--- src/inc/ssp_pkg.sv ---
package ssp_pkg;
  localparam int unsigned ADDR_W = 3;
  localparam int unsigned DATA_W = 16;
  localparam int unsigned INT_W = 3;
  localparam int unsigned FIFO_DEPTH = 8;
  localparam int unsigned CNT_W = 4;
  localparam logic [CNT_W-1:0] STD_LIMIT = 4'h1;
  localparam logic [CNT_W-1:0] ENH_LIMIT = 4'h8;
  localparam logic [4:0] WORD_16 = 5'h10;
  localparam logic [4:0] WORD_8 = 5'h08;
  localparam logic [ADDR_W-1:0] OFS_CTL1 = 3'h0;
  localparam logic [ADDR_W-1:0] OFS_CTL2 = 3'h1;
  localparam logic [ADDR_W-1:0] OFS_STAT = 3'h2;
  localparam logic [ADDR_W-1:0] OFS_BUF = 3'h3;
  localparam logic [ADDR_W-1:0] OFS_IST = 3'h4;
  localparam logic [ADDR_W-1:0] OFS_IMSK = 3'h5;
  localparam logic [DATA_W-1:0] CTL1_MASK = 16'h1FFF;
  localparam logic [DATA_W-1:0] CTL2_MASK = 16'hE001;
  localparam logic [DATA_W-1:0] REG_RST = 16'h0000;
  localparam int unsigned B1_CLK_DIS = 12;
  localparam int unsigned B1_DOUT_DIS = 11;
  localparam int unsigned B1_WIDTH = 10;
  localparam int unsigned B1_SAMPLE = 9;
  localparam int unsigned B1_EDGE = 8;
  localparam int unsigned B1_SEL_EN = 7;
  localparam int unsigned B1_POL = 6;
  localparam int unsigned B1_MASTER = 5;
  localparam int unsigned B1_SEC_HI = 4;
  localparam int unsigned B1_SEC_LO = 2;
  localparam int unsigned B1_PRI_HI = 1;
  localparam int unsigned B1_PRI_LO = 0;
  localparam int unsigned B2_FRM_EN = 15;
  localparam int unsigned B2_FRM_IN = 14;
  localparam int unsigned B2_FRM_POL = 13;
  localparam int unsigned B2_ENH = 0;
  localparam int unsigned BS_EN = 15;
  localparam int unsigned BS_ROV = 6;
  localparam int unsigned BS_BUSY = 4;
  localparam int unsigned BS_TXF = 1;
  localparam int unsigned BS_RXNE = 0;
  localparam int unsigned I_DONE = 0;
  localparam int unsigned I_RX = 1;
  localparam int unsigned I_ROV = 2;
  localparam logic [1:0] PRI_MAX = 2'h3;
  localparam logic [3:0] SEC_BASE = 4'h8;
  localparam int unsigned DIV_W = 10;
  localparam logic [DIV_W-1:0] DIV_MIN = 10'h002;
  typedef enum logic [1:0] {ST_IDLE, ST_SHIFT, ST_DONE} ssp_state_t;
endpackage : ssp_pkg

--- src/design/ssp_fifo.sv ---
`timescale 1ns/100ps
module ssp_fifo
  import ssp_pkg::*;
#(
  parameter int unsigned WIDTH = DATA_W,
  parameter int unsigned DEPTH = FIFO_DEPTH
)(
  input wire logic clk_in,
  input wire logic rst_in,
  input wire logic push_in,
  input wire logic [WIDTH-1:0] push_data_in,
  input wire logic pop_in,
  output logic [WIDTH-1:0] head_out,
  output logic [CNT_W-1:0] count_out
);
  localparam int unsigned PW = $clog2(DEPTH);
  if (DEPTH < 2 || (1 << PW) != DEPTH || DEPTH >= (1 << CNT_W))
  begin : g_bad_depth
    $error("fifo depth must be a power of two that fits the count");
  end
  logic [WIDTH-1:0] mem_q [DEPTH];
  logic [PW-1:0] wr_ptr_q, rd_ptr_q;
  // Head is registered, so it trails a pointer move by one cycle
  always_ff @(posedge clk_in)
  begin
    if (push_in) mem_q[wr_ptr_q] <= push_data_in;
    head_out <= mem_q[rd_ptr_q];
  end
  always_ff @(posedge clk_in or posedge rst_in)
  begin
    if (rst_in)
    begin
      wr_ptr_q <= '0;
      rd_ptr_q <= '0;
      count_out <= '0;
    end
    else
    begin
      if (push_in) wr_ptr_q <= wr_ptr_q + 1'b1;
      if (pop_in) rd_ptr_q <= rd_ptr_q + 1'b1;
      count_out <= count_out + CNT_W'(push_in) - CNT_W'(pop_in);
    end
  end
endmodule : ssp_fifo

--- src/design/ssp_clkdiv.sv ---
`timescale 1ns/100ps
module ssp_clkdiv
  import ssp_pkg::*;
(
  input wire logic clk_in,
  input wire logic rst_in,
  input wire logic run_in,
  input wire logic [1:0] pri_in,
  input wire logic [2:0] sec_in,
  output logic lead_out,
  output logic trail_out
);
  logic [DIV_W-1:0] cnt_q, ps, ps_raw;
  always_comb
  begin
    // Primary 1/4/16/64 for codes 3..0, secondary 8 minus code
    ps_raw = DIV_W'(SEC_BASE - {1'b0, sec_in}) << {(PRI_MAX - pri_in), 1'b0};
    // Divide by one cannot make two edges per period, so it runs as two
    ps = (ps_raw < DIV_MIN) ? DIV_MIN : ps_raw;
  end
  always_ff @(posedge clk_in or posedge rst_in)
  begin
    if (rst_in)
    begin
      cnt_q <= '0;
      lead_out <= 1'b0;
      trail_out <= 1'b0;
    end
    else if (!run_in)
    begin
      cnt_q <= '0;
      lead_out <= 1'b0;
      trail_out <= 1'b0;
    end
    else
    begin
      lead_out <= (cnt_q == '0);
      trail_out <= (cnt_q == (ps >> 1));
      cnt_q <= (cnt_q == ps - 1'b1) ? '0 : cnt_q + 1'b1;
    end
  end
endmodule : ssp_clkdiv

--- src/design/ssp_port.sv ---
// The address-and-strobe port and the register offsets were chosen for this implementation.
`timescale 1ns/100ps
module ssp_port
  import ssp_pkg::*;
(
  input wire logic sys_clk_in,
  input wire logic rst_in,
  input wire logic [ADDR_W-1:0] reg_addr_in,
  input wire logic [DATA_W-1:0] reg_wdata_in,
  input wire logic reg_wr_in,
  input wire logic reg_rd_in,
  output logic [DATA_W-1:0] reg_rdata_out,
  output logic irq_out,
  input wire logic serial_in_pin_in,
  output logic serial_out_pin_out,
  output logic serial_out_pin_oe_out,
  input wire logic shift_clock_pin_in,
  output logic shift_clock_pin_out,
  output logic shift_clock_pin_oe_out,
  input wire logic select_or_frame_pin_in,
  output logic select_or_frame_pin_out,
  output logic select_or_frame_pin_oe_out
);
  logic [DATA_W-1:0] ctl1_q, ctl2_q;
  logic en_q, rov_q;
  logic [INT_W-1:0] ist_q, imsk_q, ev_set;
  ssp_state_t state_q;
  logic [DATA_W-1:0] tx_sh_q, rx_sh_q, tx_head, rx_head, stat_w;
  logic [4:0] bit_cnt_q, cnt_nx, width;
  logic first_q, sck_q, sdo_q, frm_q, sck_prev_q, tx_seen_q;
  logic [CNT_W-1:0] tx_cnt, rx_cnt, limit;
  logic master, wide, late_smp, clk_pol, framed, frm_in, frm_pol, edge_sel, sel_en;
  logic dout_dis, clk_dis, enh;
  logic wr_ctl1, wr_ctl2, wr_stat, wr_buf, wr_ist, wr_imsk, rd_buf;
  logic tx_push, tx_pop, rx_push, rx_pop, rx_full, tx_full;
  logic div_lead, div_trail, s_rise, s_fall, lead, trail, out_edge, smp_edge;
  logic sel_ok, sync_on, start, finish, abort, load;

  assign master = ctl1_q[B1_MASTER];
  assign wide = ctl1_q[B1_WIDTH];
  // Late sampling is honoured only in master role
  assign late_smp = master & ctl1_q[B1_SAMPLE];
  assign clk_pol = ctl1_q[B1_POL];
  assign framed = ctl2_q[B2_FRM_EN];
  assign frm_in = ctl2_q[B2_FRM_IN];
  assign frm_pol = ctl2_q[B2_FRM_POL];
  assign edge_sel = ctl1_q[B1_EDGE] & ~framed;
  assign sel_en = ctl1_q[B1_SEL_EN];
  assign dout_dis = ctl1_q[B1_DOUT_DIS];
  assign clk_dis = ctl1_q[B1_CLK_DIS];
  assign enh = ctl2_q[B2_ENH];
  assign width = wide ? WORD_16 : WORD_8;
  assign limit = enh ? ENH_LIMIT : STD_LIMIT;

  assign wr_ctl1 = reg_wr_in && reg_addr_in == OFS_CTL1;
  assign wr_ctl2 = reg_wr_in && reg_addr_in == OFS_CTL2;
  assign wr_stat = reg_wr_in && reg_addr_in == OFS_STAT;
  assign wr_buf = reg_wr_in && reg_addr_in == OFS_BUF;
  assign wr_ist = reg_wr_in && reg_addr_in == OFS_IST;
  assign wr_imsk = reg_wr_in && reg_addr_in == OFS_IMSK;
  assign rd_buf = reg_rd_in && reg_addr_in == OFS_BUF;

  assign tx_full = tx_cnt >= limit;
  assign rx_full = rx_cnt >= limit;
  // A write to a full transmit buffer is dropped
  assign tx_push = wr_buf && !tx_full;
  assign rx_pop = rd_buf && rx_cnt != '0;

  ssp_fifo #(.WIDTH(DATA_W), .DEPTH(FIFO_DEPTH)) u_tx_fifo (
    .clk_in(sys_clk_in),
    .rst_in(rst_in),
    .push_in(tx_push),
    .push_data_in(reg_wdata_in),
    .pop_in(tx_pop),
    .head_out(tx_head),
    .count_out(tx_cnt)
  );
  ssp_fifo #(.WIDTH(DATA_W), .DEPTH(FIFO_DEPTH)) u_rx_fifo (
    .clk_in(sys_clk_in),
    .rst_in(rst_in),
    .push_in(rx_push),
    .push_data_in(rx_sh_q),
    .pop_in(rx_pop),
    .head_out(rx_head),
    .count_out(rx_cnt)
  );
  ssp_clkdiv u_div (
    .clk_in(sys_clk_in),
    .rst_in(rst_in),
    .run_in(master && state_q == ST_SHIFT),
    .pri_in(ctl1_q[B1_PRI_HI:B1_PRI_LO]),
    .sec_in(ctl1_q[B1_SEC_HI:B1_SEC_LO]),
    .lead_out(div_lead),
    .trail_out(div_trail)
  );

  // Slave edges come from the pin, taken as synchronous
  assign s_rise = shift_clock_pin_in & ~sck_prev_q;
  assign s_fall = ~shift_clock_pin_in & sck_prev_q;
  assign lead = master ? div_lead : (clk_pol ? s_fall : s_rise);
  assign trail = master ? div_trail : (clk_pol ? s_rise : s_fall);
  assign out_edge = edge_sel ? trail : lead;
  assign smp_edge = edge_sel ? (late_smp ? trail : lead) : trail;
  assign sync_on = select_or_frame_pin_in == frm_pol;
  // Select is active low; unframed slaves ignore it unless enabled
  assign sel_ok = framed || !sel_en || !select_or_frame_pin_in;
  assign cnt_nx = bit_cnt_q + 5'(smp_edge);
  assign finish = state_q == ST_SHIFT && cnt_nx == width && (!master || trail);
  assign abort = state_q == ST_SHIFT && !master && !sel_ok;

  always_comb
  begin
    start = 1'b0;
    if (state_q == ST_IDLE && en_q)
    begin
      if (master)
        start = tx_seen_q && (!framed || !frm_in || sync_on);
      else
        start = sel_ok && (!framed || !frm_in || sync_on);
    end
  end
  // A slave with nothing queued shifts out zeros
  assign load = start && tx_cnt != '0 && tx_seen_q;
  assign tx_pop = load;

  always_ff @(posedge sys_clk_in or posedge rst_in)
  begin
    if (rst_in)
    begin
      ctl1_q <= REG_RST;
      ctl2_q <= REG_RST;
      imsk_q <= '0;
    end
    else
    begin
      if (wr_ctl1) ctl1_q <= reg_wdata_in & CTL1_MASK;
      if (wr_ctl2) ctl2_q <= reg_wdata_in & CTL2_MASK;
      if (wr_imsk) imsk_q <= reg_wdata_in[INT_W-1:0];
    end
  end

  assign rx_push = state_q == ST_DONE && !rx_full;
  assign ev_set[I_DONE] = state_q == ST_DONE;
  assign ev_set[I_RX] = rx_push;
  assign ev_set[I_ROV] = state_q == ST_DONE && rx_full;

  // Set wins over a clear in the same cycle
  always_ff @(posedge sys_clk_in or posedge rst_in)
  begin
    if (rst_in)
    begin
      en_q <= 1'b0;
      rov_q <= 1'b0;
      ist_q <= '0;
      irq_out <= 1'b0;
    end
    else
    begin
      if (wr_stat) en_q <= reg_wdata_in[BS_EN];
      if (ev_set[I_ROV]) rov_q <= 1'b1;
      else if (wr_stat && !reg_wdata_in[BS_ROV]) rov_q <= 1'b0;
      ist_q <= ev_set | (ist_q & ~(wr_ist ? reg_wdata_in[INT_W-1:0] : '0));
      irq_out <= |(ist_q & imsk_q);
    end
  end

  always_comb
  begin
    stat_w = '0;
    stat_w[BS_EN] = en_q;
    stat_w[BS_ROV] = rov_q;
    stat_w[BS_BUSY] = state_q != ST_IDLE;
    stat_w[BS_TXF] = tx_full;
    stat_w[BS_RXNE] = rx_cnt != '0;
  end

  // Unmapped addresses read as zero
  always_ff @(posedge sys_clk_in or posedge rst_in)
  begin
    if (rst_in)
      reg_rdata_out <= '0;
    else if (reg_rd_in)
    begin
      case (reg_addr_in)
        OFS_CTL1: reg_rdata_out <= ctl1_q;
        OFS_CTL2: reg_rdata_out <= ctl2_q;
        OFS_STAT: reg_rdata_out <= stat_w;
        OFS_BUF: reg_rdata_out <= rx_head;
        OFS_IST: reg_rdata_out <= DATA_W'(ist_q);
        OFS_IMSK: reg_rdata_out <= DATA_W'(imsk_q);
        default: reg_rdata_out <= '0;
      endcase
    end
  end

  always_ff @(posedge sys_clk_in or posedge rst_in)
  begin
    if (rst_in)
    begin
      state_q <= ST_IDLE;
      tx_sh_q <= '0;
      rx_sh_q <= '0;
      bit_cnt_q <= '0;
      first_q <= 1'b0;
      sdo_q <= 1'b0;
      tx_seen_q <= 1'b0;
      sck_prev_q <= 1'b0;
    end
    else
    begin
      sck_prev_q <= shift_clock_pin_in;
      // Head register lags the count by one cycle
      tx_seen_q <= tx_cnt != '0 && !tx_pop;
      case (state_q)
        ST_IDLE:
        begin
          if (start)
          begin
            state_q <= ST_SHIFT;
            tx_sh_q <= !load ? '0 : (wide ? tx_head : {tx_head[7:0], 8'h00});
            sdo_q <= load && (wide ? tx_head[15] : tx_head[7]);
            bit_cnt_q <= '0;
            first_q <= !edge_sel;
          end
        end
        ST_SHIFT:
        begin
          if (smp_edge)
          begin
            rx_sh_q <= {rx_sh_q[14:0], serial_in_pin_in};
            bit_cnt_q <= cnt_nx;
          end
          if (out_edge && first_q)
            first_q <= 1'b0;
          else if (out_edge)
          begin
            tx_sh_q <= {tx_sh_q[14:0], 1'b0};
            sdo_q <= tx_sh_q[14];
          end
          if (abort || !en_q) state_q <= ST_IDLE;
          else if (finish) state_q <= ST_DONE;
        end
        ST_DONE: state_q <= ST_IDLE;
        default: state_q <= ST_IDLE;
      endcase
    end
  end

  // Master clock idles at the polarity level between words
  always_ff @(posedge sys_clk_in or posedge rst_in)
  begin
    if (rst_in)
    begin
      sck_q <= 1'b0;
      frm_q <= 1'b0;
    end
    else
    begin
      if (state_q != ST_SHIFT) sck_q <= clk_pol;
      else if (div_lead) sck_q <= ~clk_pol;
      else if (div_trail) sck_q <= clk_pol;
      // Generated sync lasts until the first trailing edge
      if (start) frm_q <= frm_pol;
      else if (state_q != ST_SHIFT || trail) frm_q <= ~frm_pol;
    end
  end

  assign serial_out_pin_out = sdo_q;
  assign shift_clock_pin_out = sck_q;
  assign select_or_frame_pin_out = frm_q;

  always_ff @(posedge sys_clk_in or posedge rst_in)
  begin
    if (rst_in)
    begin
      serial_out_pin_oe_out <= 1'b0;
      shift_clock_pin_oe_out <= 1'b0;
      select_or_frame_pin_oe_out <= 1'b0;
    end
    else
    begin
      serial_out_pin_oe_out <= en_q && !dout_dis && (master || sel_ok);
      shift_clock_pin_oe_out <= en_q && master && !clk_dis;
      select_or_frame_pin_oe_out <= en_q && framed && !frm_in;
    end
  end
endmodule : ssp_port

--- config.mk ---
export PLATFORM = sky130hd
export DESIGN_NAME = ssp_port
export DESIGN_NICKNAME = d
export VERILOG_FILES = /design/src/inc/ssp_pkg.sv /design/src/design/ssp_fifo.sv /design/src/design/ssp_clkdiv.sv /design/src/design/ssp_port.sv
export SDC_FILE = /design/constraint.sdc
export NUM_CORES = 1
export LEC_CHECK = 0
export ABC_CLOCK_PERIOD_IN_PS = 5400
export CORE_ASPECT_RATIO = 0.7
export CORE_MARGIN = 5
export CORE_UTILIZATION = 58
export CTS_BUF_LIST = sky130_fd_sc_hd__clkbuf_4 sky130_fd_sc_hd__clkbuf_8
export CTS_CLUSTER_DIAMETER = 50
export DETAILED_ROUTE_END_ITERATION = 8
export DONT_BUFFER_PORTS = 1
export MAX_ROUTING_LAYER = met4
export PLACE_DENSITY = 0.82
export SETUP_SLACK_MARGIN = 0.5
export SLEW_MARGIN = 20
export SYNTH_ARGS = -nofsm -noshare
export SYNTH_HDL_FRONTEND = slang
export SYNTH_SLANG_ARGS = --single-unit
--- constraint.sdc ---
create_clock -name sys_clk_in -period 5.4 [get_ports sys_clk_in]
set_clock_uncertainty 0.2 [all_clocks]
set_input_delay 0.27 -clock sys_clk_in [delete_from_list [all_inputs] [get_ports sys_clk_in]]
set_output_delay 0.27 -clock sys_clk_in [all_outputs]
set_load 0.03 [all_outputs]
==> results.sh, run 1 <==
export IMPL_cp_data_arrival_time_ns=4.55
export IMPL_start_util=0.591
export IMPL_fillCellCount=1987
export IMPL_cts_resized=0
export IMPL_drtIter0Drc=900
export IMPL_diodes=0
export IMPL_dp_cells=1448
export IMPL_synth_top_cell_area_share=0.449
export IMPL_layoutNonFillerInstCount=1583
export IMPL_area_growth_pct=11.4
export IMPL_worst_setup_path_start_kind="flop"
export IMPL_ys_seq_area_frac=0.663
export IMPL_fin_crit_sh=0.796
export IMPL_ctsHtreeMaxLevel=2
export IMPL_ant_nets=0
export IMPL_synth_cell_types=79
export IMPL_synth_seq_cells=409
export IMPL_finalPower_w=0.00878
export IMPL_critPathMaxFanout=14
export IMPL_grt_pass1_wl_um=56700
export IMPL_syn_area_um2=17100
export IMPL_finalSetupTns_ns=0
export IMPL_post_place_ws_ns=1.20
export IMPL_cp_required_ns=5.65
export IMPL_dr_pass1_iters=5
export IMPL_wl_per_cell_um=22.4
export IMPL_max_cap_violations=0
export IMPL_drcViolationCount=0
export IMPL_synthCells=1108
export IMPL_leakage_nw=7.00
export IMPL_cts_tree="built"
export IMPL_vdd_ir_drop_worst_uv=344
export IMPL_setup_ws_ns=1.10
export IMPL_crit_type="flop to flop"
export IMPL_drive_gt1_frac=0.247
export IMPL_timing_hold_ws_ns=0.0576
export IMPL_num_rows=52
export IMPL_synth_edff_count=256
export IMPL_synth_area_per_cell_um2=15.5
export IMPL_max_stage_delay_ns=0.62
export IMPL_grt_overflow_total=0
export IMPL_postCtsSetupRepairBufs=0
export IMPL_crit_path_end_kind="flop"
export IMPL_ios=49
export IMPL_first_global_vias=9828
export IMPL_async_flop_share=0.296
export IMPL_yosys_top_cells_area="edfxtp_1 45%, dfrtp_1 18%, mux4_2 8.4%"
export IMPL_port_buffers=0
export IMPL_synth_main_ff_cell="edfxtp_1"
export IMPL_track_usage=0.224
export IMPL_worst_slew_pin_transition_ns=1.03
export IMPL_vias=9775
export IMPL_yosys_cell_count_top_type="edfxtp_1"
export IMPL_clock_sinks=409
export IMPL_clock_path_buffers=3
export IMPL_die_area_um2=33100
export IMPL_antenna_found_initial=2
export IMPL_nets=1209
export IMPL_cts_buffers=56
export IMPL_vias_per_cell=6.17
export IMPL_dp_hpwl_um=22400
export IMPL_drv_slew=0
export IMPL_finalSetupViolCount=0
export IMPL_slew_headroom=0.294
export IMPL_routed_wl_um=35400
export IMPL_synth_area_leader_cell="edfxtp_1"
export IMPL_status="completed"
export IMPL_hold_class="primary input to flop"
export IMPL_rsz0062_at_grt="no"
export IMPL_path_cells="inv_1, ha_1, o21ai_1, nor2_1, or2_2, o21ai_0, a22oi_1, ha_1, a211o_1, or3b_1, o311ai_0, o221a_1, a211oi_1"
export IMPL_hold_buffers=29
export IMPL_hold_violations=0
export IMPL_die_w_um=215
export IMPL_synth_warnings=0
export IMPL_syn_num_nets=1160
export IMPL_grt_max_degree=85
export IMPL_crit_top_cell="ha_1"
export IMPL_slowest_stage="dfrtp_1"
export IMPL_synthTopCellsByCount="256 x edfxtp_1, 121 x dfrtp_1, 78 x mux2_2"
export IMPL_p_per_area_nw_per_um2=460
export IMPL_die_height_um=154
export IMPL_min_period_ns=4.30
export IMPL_core_area_um2=29000
export IMPL_insertion_delay_ns=0.60
export IMPL_place_gp_congestion=0.911
export IMPL_root_buffer="clkbuf_8"
export IMPL_fmax_mhz=233
export IMPL_path_clk_slew_ns=0.07
## worst paths after layout
path,from,endpoint,slack (ns),cells past startpoint
worst min-delay path,select_or_frame_pin_in,tx_seen_q,0.06,4
worst min register to register,ctl1_q[11],serial_out_pin_oe_out,0.26,1
min in group asynchronous,rst_in,reg_rdata_out[14],0.13,2
worst max-delay path,ctl1_q[2],u_div.cnt_q[7],1.10,13
max in group asynchronous,rst_in,u_tx_fifo.rd_ptr_q[0],3.85,3
worst max register to register,ctl1_q[2],u_div.cnt_q[7],1.10,13
## layout make-up
class / count / area (µm²) / area share
clock buffer: 92 / 1100 / 0.0578
clock inverter: 14 / 101 / 0.00531
inverter: 44 / 170 / 0.00891
multi-input combinational: 595 / 5430 / 0.284
sequential: 409 / 11400 / 0.595
tap: 378 / 473 / 0.0248
timing repair buffer: 51 / 455 / 0.0239
## critical path, delay by kind of cell, from the launching register on
| kind | cells | cell delay (ns) |
|---|---|---|
| flip-flops | 1 | 0.62 |
| AO/OA/AOI/OAI | 7 | 1.60 |
| adder cells (fa/ha/maj) | 2 | 0.80 |
| AND/OR/NAND/NOR | 3 | 0.76 |
| buffers and inverters | 1 | 0.17 |
## placed cells by master, fill, tap and decap left out, types with 6 or more instances in the layout
master	synthesis	final
edfxtp_1	256	256
dfrtp_1	121	117
mux2_2	78	78
nand2_1	67	67
clkbuf_8	0	66
mux4_2	64	64
o21ai_0	46	46
inv_1	44	43
nor2_1	41	41
dfxtp_1	32	32
dlygate4sd3_1	0	29
clkbuf_4	0	26
a21oi_1	24	24
ha_1	24	24
a22oi_1	22	22
buf_4	1	22
xor2_1	20	20
xnor2_1	19	19
nand3_1	18	18
nor3_1	18	12
a211oi_1	12	12
mux2i_1	10	10
a32oi_1	9	9
and3_1	9	9
nand2b_1	8	8
nor2b_1	8	8
nor3b_2	0	7
nor3_2	0	6
a21o_1	6	6
## logic make-up after synthesis
logic type / after synthesis / synth area share
buf+inv: 104 / 0.0242
mux: 152 / 0.141
flops: 409 / 0.663
simple gates: 210 / 0.0617
compound gates: 167 / 0.0694
fa+ha+maj: 26 / 0.0199
xor+xnor: 40 / 0.0209
## where the power goes
group	switching [W]	internal [W]	leakage, nW
combinational	0.000969	0.00104	2.18
sequential	0.000582	0.00373	4.18
clock	0.00112	0.00134	0.646
## metrics by stage
stage,util,cell area [µm²]
finish,0.658,19100
CTS,0.658,19100
global placement,0.607,17600
floorplan,-,17100
global route,0.658,19100
detailed placement,0.607,17600
## registers in the layout, summed over array words and instances, names as in the netlist, 2 cells and up
| register | cells |
|---|---|
| bit_cnt_q | 5 |
| ctl1_q | 13 |
| ctl2_q | 4 |
| imsk_q | 3 |
| ist_q | 3 |
| reg_rdata_out | 16 |
| rx_sh_q | 16 |
| state_q | 2 |
| tx_sh_q | 15 |
| u_div.cnt_q | 10 |
| u_rx_fifo.count_out | 4 |
| u_rx_fifo.head_out | 16 |
| u_rx_fifo.mem_q | 128 |
| u_rx_fifo.rd_ptr_q | 3 |
| u_rx_fifo.wr_ptr_q | 3 |
| u_tx_fifo.count_out | 4 |
| u_tx_fifo.head_out | 16 |
| u_tx_fifo.mem_q | 128 |
| u_tx_fifo.rd_ptr_q | 3 |
| u_tx_fifo.wr_ptr_q | 3 |
## layer usage
metal  global-route usage  up-vias  wire length, µm
met1                0.320     5012            15500
met2                0.337      344            16900
li1                     -     4352                -
met4               0.0545        0              642
met3               0.0454       67             2430
met5                    -        -                0
Power figures use the tool's default switching activity.
==> run 2, diff against run 1 <==
--- a/config.mk
+++ b/config.mk
@@ -5,7 +5,7 @@
 export SDC_FILE = /design/constraint.sdc
 export NUM_CORES = 1
 export LEC_CHECK = 0
-export ABC_CLOCK_PERIOD_IN_PS = 5400
+export ABC_CLOCK_PERIOD_IN_PS = 3790
 export CORE_ASPECT_RATIO = 0.7
 export CORE_MARGIN = 5
 export CORE_UTILIZATION = 58
@@ -14,7 +14,7 @@
 export DETAILED_ROUTE_END_ITERATION = 8
 export DONT_BUFFER_PORTS = 1
 export MAX_ROUTING_LAYER = met4
-export PLACE_DENSITY = 0.82
+export PLACE_DENSITY = 0.84
 export SETUP_SLACK_MARGIN = 0.5
 export SLEW_MARGIN = 20
 export SYNTH_ARGS = -nofsm -noshare
==> constraint.sdc (replaced) <==
create_clock -name sys_clk_in -period 3.79 [get_ports sys_clk_in]
set_clock_uncertainty 0.2 [all_clocks]
set_input_delay 0.1895 -clock sys_clk_in [delete_from_list [all_inputs] [get_ports sys_clk_in]]
set_output_delay 0.1895 -clock sys_clk_in [all_outputs]
set_load 0.03 [all_outputs]
==> run 2 against run 1 <==
Via count rose by 2.6%. Flip-flop and latch count did not move. Global-route usage rose by 0.50 points. Count of clock-buffer cells in the layout fell by 1. Critical path depth fell by 1. Final cell count rose by 2.1%. Combinational power rose by 60%. Design area rose by 2.8%. Setup slack got worse by 0.56 ns.
==> results.sh, run 2 (synthesized netlist as in run 1, its figures left out) <==
export IMPL_path_clk_slew_ns=0.06
export IMPL_seq_power_share=0.475
export IMPL_setup_ws_ns=0.544
export IMPL_max_stage_delay_ns=0.40
export IMPL_cp_required_ns=4.07
export IMPL_hold_violations=0
export IMPL_ctsHtreeMaxLevel=2
export IMPL_place_gp_congestion=0.918
export IMPL_crit_start="ctl1_q[3]"
export IMPL_die_area_um2=33100
export IMPL_track_usage=0.229
export IMPL_drcViolationCount=0
export IMPL_ios=49
export IMPL_port_buffers=0
export IMPL_fin_crit_sh=0.856
export IMPL_area_growth_pct=14.6
export IMPL_antenna_found_initial=1
export IMPL_worst_setup_path_start_kind="flop"
export IMPL_cts_tree="built"
export IMPL_hold_class="primary input to async pin"
export IMPL_die_w_um=215
export IMPL_sw_frac_of_total=0.308
export IMPL_internal_power_w=0.00894
export IMPL_die_height_um=154
export IMPL_finalSetupViolCount=0
export IMPL_p_clk_frac=0.276
export IMPL_clock_path_buffers=3
export IMPL_leakage_nw=7.22
export IMPL_dr_pass1_iters=5
export IMPL_rsz0062_at_grt="yes"
export IMPL_start_util=0.591
export IMPL_r2r_end="u_div.cnt_q[7]"
export IMPL_layout_common_cells="256 x edfxtp_1, 116 x dfrtp_1, 78 x mux2_2, 68 x clkbuf_8, 67 x nand2_1"
export IMPL_combPwrFrac=0.249
export IMPL_cts_buffers=56
export IMPL_grt_max_degree=43
export IMPL_num_rows=52
export IMPL_cp_data_arrival_time_ns=3.52
export IMPL_reg2reg_slack_ns=0.54
export IMPL_finalSetupTns_ns=0
export IMPL_routed_wl_um=36800
export IMPL_status="completed"
export IMPL_reg2reg_from="ctl1_q[3]"
export IMPL_root_buffer="clkbuf_8"
export IMPL_p_per_area_nw_per_um2=658
export IMPL_post_place_ws_ns=0.205
export IMPL_top_regs="u_rx_fifo.mem_q: 128 flops, u_tx_fifo.mem_q: 128 flops"
export IMPL_grt_pass1_wl_um=57300
export IMPL_fmax_mhz=308
export IMPL_core_area_um2=29000
export IMPL_clock_sinks=409
export IMPL_drive_gt1_frac=0.290
export IMPL_dp_hpwl_um=23400
export IMPL_reg2regPathDepth=12
export IMPL_path_cells="buf_6, or3b_1, a211oi_2, nor2_1, a22oi_2, ha_4, xor2_1, o311a_1, o2111ai_2, a221oi_4, buf_6, a211oi_2"
export IMPL_critPathMaxFanout=7
export IMPL_min_period_ns=3.25
export IMPL_crit_end="u_div.cnt_q[7]"
export IMPL_worst_slew_pin_transition_ns=0.963
export IMPL_crit_type="flop to flop"
export IMPL_slowest_stage="dfrtp_1"
export IMPL_max_cap_violations=0
export IMPL_nets=1242
export IMPL_slew_headroom=0.356
export IMPL_vias=10000
export IMPL_switching_power_w=0.00399
export IMPL_drv_slew=0
export IMPL_ant_nets=0
export IMPL_vias_per_cell=6.21
export IMPL_drtIter0Drc=1019
export IMPL_wl_per_cell_um=22.8
export IMPL_crit_path_end_kind="flop"
export IMPL_final_common_cell="edfxtp_1"
export IMPL_vdd_ir_drop_worst_uv=410
export IMPL_insertion_delay_ns=0.62
export IMPL_first_global_vias=9863
export IMPL_grt_overflow_total=0
run 2: changes by cell type in the layout (fill, tap and decap cells not counted), sizes merged:
cell and change:
o221a +1, inv -2, clkbuf -1, bufinv +1, clkinvlp +1, diode +1
buf +32
run 2: worst min path at each step:
stage	slack (ns)	start	end
CTS	0.03	rst_in	irq_out
global route	0.08	serial_in_pin_in	rx_sh_q[0]
global placement	0.02	shift_clock_pin_in	sck_prev_q
floorplan	0.02	shift_clock_pin_in	sck_prev_q
finish	0.04	rst_in	reg_rdata_out[3]
detailed placement	0.02	shift_clock_pin_in	sck_prev_q
run 2: through the flow:
step	hold WS [ns]	cell area (µm²)	utilization	total power [W]	std cells
finish	0.0438	19600	0.677	0.0129	1616
global route	0.0797	19600	0.677	0.0136	1616
CTS	0.0349	19400	0.669	0.0129	1604
detailed placement	0.0219	17800	0.614	0.00916	1462
global placement	0.0219	17800	0.614	0.00904	1462
floorplan	0.0209	17300	-	0.00834	1108
run 2: final cells by class:
cell class | count | area (µm²)
tap | 378 | 473
sequential | 409 | 11400
antenna | 1 | 2.50
clock inverter | 14 | 119
clock buffer | 91 | 1110
inverter | 44 | 169
multi-input combinational | 596 | 5660
timing repair buffer | 83 | 736
fill | 1855 | 9390
run 2: power groups by stage:
| stage | Clock (W) | Combinational, W | Sequential, W |
|---|---|---|---|
| final | 0.00356 | 0.00322 | 0.00614 |
| after global routing | 0.00386 | 0.00351 | 0.00623 |
| after CTS | 0.00364 | 0.00308 | 0.00614 |
| after detailed placement | 0 | 0.00294 | 0.00623 |
| after global placement | 0 | 0.00284 | 0.00620 |
| after floorplan | 0 | 0.00260 | 0.00574 |
run 2: critical path: cells and delay by family (launching register included):
family / cells / cell delay [ns]
XOR/XNOR: 1 / 0.15
adder cells (fa/ha/maj): 1 / 0.24
AO/OA/AOI/OAI: 6 / 1.27
AND/OR/NAND/NOR: 2 / 0.53
flip-flops: 1 / 0.40
buffers and inverters: 2 / 0.31
run 2: repair_timing:
action                     4_1_cts  5_1_grt
pin swaps                        4       14
setup buffers                    7       11
gates resized for setup          9       24
setup endpoints to repair       44       96
gates cloned                     1        0
hold endpoints to repair       220        0
hold buffers                    29        0
run 2: layer usage:
metal | GRT usage | up-vias | part of all wire
met1 | 0.316 | 5081 | 0.41
met4 | 0.0588 | 0 | 0.023
li1 | - | 4422 | -
met5 | - | - | 0
met2 | 0.349 | 458 | 0.48
met3 | 0.0562 | 72 | 0.087
